===== src/shared/csr_defines.svh =====
`ifndef CSR_DEFINES_SVH
`define CSR_DEFINES_SVH

// Clock and line timing
`define CSR_CLK_PERIOD_NS 10
`define CSR_LINE_PERIOD_NS 51000
`define CSR_LINE_CYCLES (`CSR_LINE_PERIOD_NS / `CSR_CLK_PERIOD_NS)
`define CSR_SYNC_PULSE_NS 4000
`define CSR_SYNC_PULSE_CYCLES (`CSR_SYNC_PULSE_NS / `CSR_CLK_PERIOD_NS)

// Frame format in lines
`define CSR_FRAME_LINES 784
`define CSR_READ_LINES 770
`define CSR_HFR_DIV 3
`define CSR_LOSS_PERIODS 2

// Shutter
`define CSR_STEP_COUNT 12
`define CSR_PROG_MIN 3
`define CSR_PROG_MAX 790

// Line stream buffer
`define CSR_FIFO_DEPTH 4

// Reset values
`define CSR_RESET_TRIG_LOW 1'h0
`define CSR_RESET_LOCK 1'h0
`define CSR_RESET_PIN 1'h1

`endif


===== src/shared/csr_pkg.sv =====
package csr_pkg;

  typedef enum logic [2:0] {
    CSR_MODE_CONTINUOUS,
    CSR_MODE_EDGE_PRESELECT,
    CSR_MODE_PULSE_WIDTH,
    CSR_MODE_DELAY_EDGE,
    CSR_MODE_DELAY_PULSE,
    CSR_MODE_LONG_EXPOSURE
  } csr_mode_t;

  typedef enum logic [2:0] {
    CSR_ST_IDLE,
    CSR_ST_ARMED,
    CSR_ST_EXPOSE,
    CSR_ST_HOLD,
    CSR_ST_READ
  } csr_state_t;

  typedef struct packed {
    csr_mode_t  mode;
    logic       prog_shutter;
    logic [3:0] shutter_step;
    logic [9:0] prog_lines;
    logic       high_frame_rate;
    logic       sync_out;
    logic       sync_on_green_cmd;
    logic       sync_pin_select_cmd;
  } csr_cfg_t;

  typedef struct packed {
    logic [9:0] sensor_row;
    logic       high_frame_rate;
  } csr_line_t;

endpackage


===== src/design/csr_top.sv =====
`timescale 1ns/1ps
`include "csr_defines.svh"

// Behaviour
// - Trigger level rebuilt by a toggle flop flipped on each trigger edge.
// - Exposure from twelve fixed steps or a programmed line count.
// - Pulse-width trigger modes expose for the trigger's low time.
// - Delayed readout works with edge or pulse-width exposure.
// - Continuous, four trigger modes, long exposure; all lock to external sync.
// - High frame rate keeps one line in three, dropping the two between.
// - High frame rate shifts vertically three times faster, frame a third long.
// - Without external line sync the internal line timer runs alone.
// - Without external frame sync the internal frame timer runs alone.
// - Sync pins set as outputs carry the internal line and frame sync.
// - Composite sync on green by serial command or internal switch.
// - Serial port sets everything; local switches set most things.
// - Triggered exposure starts at the first line pulse after trigger fall.
// - Write-valid strobe marks valid video after an exposure.
module csr_top #(
  parameter int LINE_CYCLES = `CSR_LINE_CYCLES,
  parameter int FRAME_LINES = `CSR_FRAME_LINES,
  parameter int READ_LINES  = `CSR_READ_LINES,
  parameter int FIFO_DEPTH  = `CSR_FIFO_DEPTH
) (
  // Clock and reset
  input  wire logic                clk,
  input  wire logic                reset,
  // Configuration
  input  wire logic                remote_en,
  input  wire csr_pkg::csr_cfg_t   cfg_remote,
  input  wire csr_pkg::csr_cfg_t   cfg_switch,
  // Trigger pin
  input  wire logic                trigger_in,
  // Line sync pin
  input  wire logic                line_sync_i,
  output logic                     line_sync_o,
  output logic                     line_sync_oe,
  // Frame sync pin
  input  wire logic                frame_sync_i,
  output logic                     frame_sync_o,
  output logic                     frame_sync_oe,
  // Strobes and status
  output logic                     exposure_active_out,
  output logic                     write_valid_out,
  output logic                     green_sync_out,
  output logic                     sync_pin_out,
  output logic                     vshift_pulse,
  output logic                     line_locked,
  output logic                     frame_locked,
  // Line stream
  output logic                     line_valid,
  input  wire logic                line_ready,
  output csr_pkg::csr_line_t       line_data
);

  localparam int LW = 16;
  localparam int FW = 12;
  localparam logic [LW-1:0] LINE_LAST = LW'(LINE_CYCLES - 1);
  localparam logic [LW-1:0] LINE_LOSS = LW'(`CSR_LOSS_PERIODS * LINE_CYCLES - 1);
  localparam logic [LW-1:0] VT_LAST   = LW'(LINE_CYCLES / `CSR_HFR_DIV - 1);
  localparam logic [LW-1:0] PULSE_LEN = LW'(`CSR_SYNC_PULSE_CYCLES);
  localparam logic [FW-1:0] FRM_FULL  = FW'(FRAME_LINES);
  localparam logic [FW-1:0] FRM_HFR   = FW'(FRAME_LINES / `CSR_HFR_DIV);
  localparam logic [FW-1:0] FRM_LOSS  = FW'(`CSR_LOSS_PERIODS * FRAME_LINES - 1);
  localparam logic [9:0]    ROW_LAST  = 10'(READ_LINES - 1);
  localparam logic [9:0]    PROG_MIN  = 10'(`CSR_PROG_MIN);
  localparam logic [9:0]    PROG_MAX  = 10'(`CSR_PROG_MAX);
  localparam logic [3:0]    STEP_LAST = 4'(`CSR_STEP_COUNT - 1);
  csr_pkg::csr_cfg_t   cfg;
  csr_pkg::csr_state_t state_q;
  logic [2:0]          pin_meta_q;
  logic [2:0]          pin_sync_q;
  logic [2:0]          pin_prev_q;
  logic [2:0]          pin_rise;
  logic [2:0]          pin_fall;
  logic                trig_low_q;
  logic                trig_toggle;
  logic                trig_start;
  logic [LW-1:0]       line_cnt_q;
  logic                line_lock_q;
  logic                ext_line_edge;
  logic                line_tick;
  logic [LW-1:0]       vt_cnt_q;
  logic                vtick;
  logic [FW-1:0]       frame_line_q;
  logic [FW-1:0]       frame_len;
  logic                frame_lock_q;
  logic                ext_frame_edge;
  logic                frame_tick;
  logic [FW-1:0]       exp_cnt_q;
  logic [FW-1:0]       exp_lines;
  logic                exp_done;
  logic                pw_mode;
  logic                delay_mode;
  logic [9:0]          row_q;
  logic [1:0]          phase_q;
  logic                keep_row;
  logic                fifo_in_ready;
  logic                shift_go;
  logic                csync;

  // Local switches cannot reach programmed exposure or high frame rate
  always_comb begin
    cfg = cfg_remote;
    if (!remote_en) begin
      cfg                 = cfg_switch;
      cfg.prog_shutter    = 1'h0;
      cfg.prog_lines      = '0;
      cfg.high_frame_rate = 1'h0;
    end
  end

  // Pins: bit 0 line sync, bit 1 frame sync, bit 2 trigger
  generate
    for (genvar i = 0; i < 3; i++) begin : g_sync
      always_ff @(posedge clk) begin
        if (reset) begin
          pin_meta_q[i] <= `CSR_RESET_PIN;
          pin_sync_q[i] <= `CSR_RESET_PIN;
          pin_prev_q[i] <= `CSR_RESET_PIN;
        end else begin
          pin_meta_q[i] <= (i == 0) ? line_sync_i : (i == 1) ? frame_sync_i : trigger_in;
          pin_sync_q[i] <= pin_meta_q[i];
          pin_prev_q[i] <= pin_sync_q[i];
        end
      end
    end
  endgenerate

  assign pin_rise = pin_sync_q & ~pin_prev_q;
  assign pin_fall = ~pin_sync_q & pin_prev_q;
  // Either edge flips the level; a missed edge would leave it inverted from then on
  assign trig_toggle = pin_rise[2] | pin_fall[2];
  assign trig_start  = trig_toggle & ~trig_low_q;

  always_ff @(posedge clk) begin
    if (reset) begin
      trig_low_q <= `CSR_RESET_TRIG_LOW;
    end else if (trig_toggle) begin
      trig_low_q <= ~trig_low_q;
    end
  end

  // Line timer: external edges restart it; after loss it free-runs
  assign ext_line_edge = pin_rise[0] & ~cfg.sync_out;
  assign line_tick     = ext_line_edge | (!line_lock_q && line_cnt_q >= LINE_LAST);

  always_ff @(posedge clk) begin
    if (reset) begin
      line_cnt_q  <= '0;
      line_lock_q <= `CSR_RESET_LOCK;
    end else begin
      line_cnt_q <= line_tick ? '0 : line_cnt_q + 1'h1;
      if (ext_line_edge) begin
        line_lock_q <= 1'h1;
      end else if (line_cnt_q == LINE_LOSS || cfg.sync_out) begin
        line_lock_q <= 1'h0;
      end
    end
  end

  // Vertical clock: three shifts per line in high frame rate
  assign vtick = cfg.high_frame_rate ? (line_tick | vt_cnt_q == VT_LAST) : line_tick;

  always_ff @(posedge clk) begin
    if (reset) begin
      vt_cnt_q <= '0;
    end else begin
      vt_cnt_q <= vtick ? '0 : vt_cnt_q + 1'h1;
    end
  end

  // Frame timer counts lines; frame is a third long in high frame rate
  assign frame_len      = cfg.high_frame_rate ? FRM_HFR : FRM_FULL;
  assign ext_frame_edge = pin_rise[1] & ~cfg.sync_out;
  assign frame_tick     = ext_frame_edge |
                          (line_tick && !frame_lock_q && frame_line_q >= frame_len - 1'h1);

  always_ff @(posedge clk) begin
    if (reset) begin
      frame_line_q <= '0;
      frame_lock_q <= `CSR_RESET_LOCK;
    end else begin
      if (frame_tick) begin
        frame_line_q <= '0;
      end else if (line_tick) begin
        frame_line_q <= frame_line_q + 1'h1;
      end
      if (ext_frame_edge) begin
        frame_lock_q <= 1'h1;
      end else if ((line_tick && frame_line_q == FRM_LOSS) || cfg.sync_out) begin
        frame_lock_q <= 1'h0;
      end
    end
  end

  // Exposure length in lines
  always_comb begin
    if (cfg.prog_shutter) begin
      if (cfg.prog_lines < PROG_MIN) begin
        exp_lines = FW'(PROG_MIN);
      end else if (cfg.prog_lines > PROG_MAX) begin
        exp_lines = FW'(PROG_MAX);
      end else begin
        exp_lines = FW'(cfg.prog_lines);
      end
    end else begin
      exp_lines = frame_len >> ((cfg.shutter_step > STEP_LAST) ? STEP_LAST : cfg.shutter_step);
      if (exp_lines == '0) begin
        exp_lines = FW'(1);
      end
    end
  end

  assign pw_mode    = (cfg.mode == csr_pkg::CSR_MODE_PULSE_WIDTH) ||
                      (cfg.mode == csr_pkg::CSR_MODE_DELAY_PULSE);
  assign delay_mode = (cfg.mode == csr_pkg::CSR_MODE_DELAY_EDGE) ||
                      (cfg.mode == csr_pkg::CSR_MODE_DELAY_PULSE);

  // End of exposure for the selected mode
  always_comb begin
    if (cfg.mode == csr_pkg::CSR_MODE_LONG_EXPOSURE) begin
      exp_done = frame_tick;
    end else if (pw_mode) begin
      exp_done = line_tick && !trig_low_q;
    end else begin
      exp_done = line_tick && (exp_cnt_q >= exp_lines - 1'h1);
    end
  end

  // Sequencer; sync locking above serves every mode alike
  always_ff @(posedge clk) begin
    if (reset) begin
      state_q <= csr_pkg::CSR_ST_IDLE;
    end else begin
      case (state_q)
        csr_pkg::CSR_ST_IDLE: begin
          if (cfg.mode == csr_pkg::CSR_MODE_CONTINUOUS ||
              cfg.mode == csr_pkg::CSR_MODE_LONG_EXPOSURE) begin
            if (frame_tick) begin
              state_q <= csr_pkg::CSR_ST_EXPOSE;
            end
          end else if (trig_start) begin
            state_q <= csr_pkg::CSR_ST_ARMED;
          end
        end
        csr_pkg::CSR_ST_ARMED: begin
          if (line_tick) begin
            state_q <= csr_pkg::CSR_ST_EXPOSE;
          end
        end
        csr_pkg::CSR_ST_EXPOSE: begin
          if (exp_done) begin
            state_q <= delay_mode ? csr_pkg::CSR_ST_HOLD : csr_pkg::CSR_ST_READ;
          end
        end
        csr_pkg::CSR_ST_HOLD: begin
          if (frame_tick) begin
            state_q <= csr_pkg::CSR_ST_READ;
          end
        end
        csr_pkg::CSR_ST_READ: begin
          if (shift_go && row_q == ROW_LAST) begin
            state_q <= csr_pkg::CSR_ST_IDLE;
          end
        end
        default: begin
          state_q <= csr_pkg::CSR_ST_IDLE;
        end
      endcase
    end
  end

  always_ff @(posedge clk) begin
    if (reset || state_q != csr_pkg::CSR_ST_EXPOSE) begin
      exp_cnt_q <= '0;
    end else if (line_tick) begin
      exp_cnt_q <= exp_cnt_q + 1'h1;
    end
  end

  // Readout: a full buffer stalls the vertical shift rather than lose a row
  assign keep_row = !cfg.high_frame_rate || phase_q == 2'h0;
  assign shift_go = (state_q == csr_pkg::CSR_ST_READ) && vtick && (fifo_in_ready || !keep_row);

  always_ff @(posedge clk) begin
    if (reset || state_q != csr_pkg::CSR_ST_READ) begin
      row_q   <= '0;
      phase_q <= '0;
    end else if (shift_go) begin
      row_q   <= row_q + 1'h1;
      phase_q <= (phase_q == 2'(`CSR_HFR_DIV - 1)) ? '0 : phase_q + 1'h1;
    end
  end
  csr_fifo #(
    .WIDTH ($bits(csr_pkg::csr_line_t)),
    .DEPTH (FIFO_DEPTH)
  ) u_csr_fifo (
    .clk       (clk),
    .reset     (reset),
    .in_valid  (shift_go && keep_row),
    .in_ready  (fifo_in_ready),
    .in_data   ({row_q, cfg.high_frame_rate}),
    .out_valid (line_valid),
    .out_ready (line_ready),
    .out_data  (line_data)
  );

  // Strobes decoded from the state register
  assign exposure_active_out = (state_q == csr_pkg::CSR_ST_EXPOSE);
  assign write_valid_out     = (state_q == csr_pkg::CSR_ST_READ);

  assign csync = (line_cnt_q < PULSE_LEN) || (frame_line_q == '0);
  always_ff @(posedge clk) begin
    if (reset) begin
      line_sync_o    <= 1'h0;
      line_sync_oe   <= 1'h0;
      frame_sync_o   <= 1'h0;
      frame_sync_oe  <= 1'h0;
      green_sync_out <= 1'h0;
      sync_pin_out   <= 1'h0;
      vshift_pulse   <= 1'h0;
    end else begin
      line_sync_o    <= line_cnt_q < PULSE_LEN;
      line_sync_oe   <= cfg.sync_out;
      frame_sync_o   <= frame_line_q == '0;
      frame_sync_oe  <= cfg.sync_out;
      green_sync_out <= cfg.sync_on_green_cmd & csync;
      sync_pin_out   <= cfg.sync_pin_select_cmd ? write_valid_out : csync;
      vshift_pulse   <= shift_go;
    end
  end
  assign line_locked  = line_lock_q;
  assign frame_locked = frame_lock_q;

endmodule


===== src/design/csr_fifo.sv =====
`timescale 1ns/1ps

module csr_fifo #(
  parameter int WIDTH = 11,
  parameter int DEPTH = 4
) (
  // Clock and reset
  input  wire logic             clk,
  input  wire logic             reset,
  // Fill side
  input  wire logic             in_valid,
  output logic                  in_ready,
  input  wire logic [WIDTH-1:0] in_data,
  // Drain side
  output logic                  out_valid,
  input  wire logic             out_ready,
  output logic [WIDTH-1:0]      out_data
);

  // DEPTH must be at least 2
  localparam int AW = $clog2(DEPTH);
  localparam logic [AW-1:0] LAST = AW'(DEPTH - 1);
  localparam logic [AW:0]   FULL = (AW + 1)'(DEPTH);

  logic [WIDTH-1:0] mem_q [DEPTH];
  logic [AW-1:0]    wr_q;
  logic [AW-1:0]    rd_q;
  logic [AW:0]      cnt_q;
  logic             push;
  logic             pop;

  assign in_ready  = (cnt_q != FULL);
  assign out_valid = (cnt_q != '0);
  assign push      = in_valid & in_ready;
  assign pop       = out_valid & out_ready;
  assign out_data  = mem_q[rd_q];

  always_ff @(posedge clk) begin
    if (push) begin
      mem_q[wr_q] <= in_data;
    end
  end

  always_ff @(posedge clk) begin
    if (reset) begin
      wr_q <= '0;
      rd_q <= '0;
    end else begin
      if (push) begin
        wr_q <= (wr_q == LAST) ? '0 : wr_q + 1'h1;
      end
      if (pop) begin
        rd_q <= (rd_q == LAST) ? '0 : rd_q + 1'h1;
      end
    end
  end

  always_ff @(posedge clk) begin
    if (reset) begin
      cnt_q <= '0;
    end else if (push && !pop) begin
      cnt_q <= cnt_q + 1'h1;
    end else if (pop && !push) begin
      cnt_q <= cnt_q - 1'h1;
    end
  end

endmodule


===== config.mk =====
export PLATFORM = sky130hd
export DESIGN_NAME = csr_top
export DESIGN_NICKNAME = d
export VERILOG_FILES = /design/src/shared/csr_pkg.sv /design/src/design/csr_top.sv /design/src/design/csr_fifo.sv
export VERILOG_INCLUDE_DIRS = /design/src /design/src/shared
export SDC_FILE = /design/constraint.sdc
export NUM_CORES = 1
export LEC_CHECK = 0
export BUFFER_PORTS_ARGS = -buffer_cell sky130_fd_sc_hd__buf_2
export CAP_MARGIN = 20
export CORE_MARGIN = 1.5
export CORE_UTILIZATION = 50
export CTS_BUF_LIST = sky130_fd_sc_hd__clkbuf_4 sky130_fd_sc_hd__clkbuf_8 sky130_fd_sc_hd__clkbuf_16
export DETAILED_ROUTE_END_ITERATION = 8
export PLACE_DENSITY_LB_ADDON = 0.3
export SETUP_SLACK_MARGIN = 0.05
export SYNTH_ARGS = -nofsm -noshare
export SYNTH_HDL_FRONTEND = slang
export SYNTH_SLANG_ARGS = --single-unit

===== constraint.sdc =====
create_clock -name clk -period 6.47 [get_ports clk]
set_input_delay 1.6175 -clock clk [delete_from_list [all_inputs] [get_ports clk]]
set_output_delay 1.6175 -clock clk [all_outputs]
set_load 0.05 [all_outputs]

==> impl_metrics.tcl <==
set metrics [dict create \
    outcome "finished clean" \
    multiInputGateArea_sq_um 3690 \
    detail-route-antenna-nets 0 \
    timing.final.crit_share_pct 83.0 \
    routedWlPerCell_um 15.2 \
    setup_violations 0 \
    critPathMaxFanout 15 \
    synth_ff_type "dfxtp_1" \
    cts_setup_buffers 0 \
    drc 0 \
    grt_pass1_vias 5501 \
    power_density_nw_per_um2 286 \
    drt_iter0_markers 376 \
    htreeDepth 4 \
    final_area_sq_um 8180 \
    post-route-min-period_ps 5370 \
    overflow 0 \
    synth_common_cells "nor2_1, dfxtp_1, edfxtp_1" \
    syn_area_per_cell_sq_um 9.95 \
    portBuffers 61 \
    synth-seq-cells 142 \
    via_count 5542 \
    rows 43 \
    path_class "in -> reg" \
    start_util_pct 51.4 \
    die_h_um 123 \
    detail_route.vias_per_cell 5.71 \
    setup_ws_ps 1100 \
    gp_congestion 0.888 \
    critPathLaunchType "input port" \
    seq_area_sq_um 3280 \
    synth_nets 805 \
    postCtsHoldBufs 0 \
    dp_hpwl_mm 10.5 \
    root_buffer "clkbuf_16" \
    drive_gt1_share_pct 16.3 \
    synthesis.area_sq_um 7200 \
    cp-end-kind "flip-flop" \
    required_ps 6780 \
    dieWidth_um 123 \
    ys_warn_count 0 \
    grt_max_degree 34 \
    synthTopCellsByArea "dfxtp_1, edfxtp_1, nor2_1, ha_1, xor2_1" \
    core-area_sq_um 14000 \
    area_growth_pct 13.6 \
    total_power_w 0.00234 \
    wl_mm 14.7 \
    antenna_found_initial 0 \
    timing.fmax_ghz 0.186 \
    setup_tns_ps 0 \
    whs_ps 408 \
    final_net_count 859 \
    ys_types 76 \
    maxCapViolCount 0 \
    worst-slew-pin-transition_ps 756 \
    cp.arrival_ps 5680 \
    synth_edf_count 44 \
    clock_sinks 142 \
    syn_inst 723 \
    cts_tree "yes" \
    cts_buffers 17 \
    firstDrtPassIters 6 \
    cts_resized 0 \
    antenna_cells 0 \
    rsz0062_at_grt "false" \
    ios 74 \
    cts_buffer_depth 2 \
    die_area_sq_um 15100 \
    hold_viol 0 \
    async_reset_ff_share_pct 0 \
    synth-seq-area-share_pct 45.6 \
    post-synth-top-count-cell "nor2_1" \
    clk_pin_slew_worst_paths_ps 60 \
    clkLatencyLatePin_ps 420 \
    synth_top_area_share_pct 27.3 \
    slew_headroom_pct 49.5 \
    grt_pass1_wl_mm 24.7 \
    preCtsSetupSlack_ps 748 \
    nFillCells 1192 \
    slew_viol_final 0 \
    gr-usage-all-layers_pct 20.7 \
    fin_worst_skew_ps 7.12 \
    synth_top_area_cell "dfxtp_1" \
    hold_path_class "reg -> reg" \
    worst_ir_drop_vdd_uv 201 \
    rrSetupSlack_ps 3030 \
    p_leak_nw 2.95 \
    postPlaceCellArea_sq_um 7600 \
]
==> where the power goes <==
| group | leakage (nW) | switching [W] | internal, W |
|---|---|---|---|
| registers | 1.16 | 0.0000498 | 0.000941 |
| clock network | 0.290 | 0.000401 | 0.000548 |
| logic | 1.50 | 0.000247 | 0.000152 |
| total | 2.95 | 0.000698 | 0.00164 |
==> cells by family (layout without fill, tap and decap cells) <==
kind of cell	Yosys count	after routing	share of synthesized area (%)
DFF	142	142	45.6
AOI/OAI and AO/OA	95	95	9.62
and+or+nand+nor	304	304	21.4
adders and majority gates	31	31	5.49
buffers and inverters	50	117	3.08
xor gates and xnor gates	68	68	8.28
other	1	1	0.0521
muxes	32	32	6.47
==> final timing paths <==
path / startpoint / end / cells past startpoint
worst min register to register: pin_meta_q[1] / pin_sync_q[1] / 1
worst max-delay path: remote_en / state_q[0] / 18
worst max register to register: vt_cnt_q[3] / u_csr_fifo.cnt_q[2] / 10
worst min-delay path: pin_meta_q[1] / pin_sync_q[1] / 1
==> flip-flops by register name, indices dropped and copies added, names as in the netlist, 3 cells and up, named ones only <==
signal            flops
pin_meta_q            3
pin_prev_q            3
u_csr_fifo.cnt_q      3
frame_line_q         12
exp_cnt_q            12
vt_cnt_q             16
row_q                10
state_q               3
line_cnt_q           16
pin_sync_q            3
u_csr_fifo.mem_q     44
==> routing by layer <==
layer / global-route usage [%] / up-vias / share of wire [%] / wire, um
met3: 4.80 / 28 / 4.2 / 621
met4: 8.58 / 0 / 2.4 / 360
met5: 0 / - / 0 / 0
met2: 36.3 / 142 / 50 / 7350
met1: 24.5 / 2669 / 43 / 6380
li1: - / 2703 / - / -
==> metrics by stage <==
| step | cells | util (%) |
|---|---|---|
| floorplan | 723 | - |
| global route | 970 | 58.5 |
| finish | 970 | 58.5 |
| global placement | 938 | 54.3 |
| CTS | 970 | 58.5 |
| detailed placement | 938 | 54.3 |
==> worst max-delay path: stages <==
cell and delay, ps:
buf_2 280, buf_4 310, nand2_1 180, a31oi_1 300
nand2_1 120, o22ai_1 240, ha_1 260, nand4_1 150
nand2b_1 210, xnor2_1 200, ha_1 280, a21o_1 190
a211oi_1 280, o311ai_0 180, a21oi_1 180, o41a_1 170
o21a_1 180, mux2_1 320
==> cell usage in the layout, fill, tap and decap left out, types with 8 or more instances in the layout <==
cell type / count
a21oi_1: 24
and2_1: 10
buf_2: 61
clkbuf_16: 17
dfxtp_1: 98
edfxtp_1: 44
ha_1: 30
inv_1: 22
mux2i_1: 15
mux4_2: 11
nand2_1: 39
nand2b_1: 15
nand3_1: 32
nand4_1: 17
nor2_1: 104
nor2b_1: 8
nor3_1: 17
nor4_1: 8
o21ai_0: 11
or2_2: 10
or3_1: 15
xnor2_1: 32
xor2_1: 36
==> area by class of cell <==
cell class / instances / area share (%)
sequential: 142 / 40.2
multi-input combinational: 531 / 45.1
tap: 180 / 2.75
inverter: 23 / 1.06
timing repair buffer: 62 / 3.83
clock buffer: 18 / 5.29
clock inverter: 14 / 1.78
Note: power is estimated with default switching activity, not from simulation.
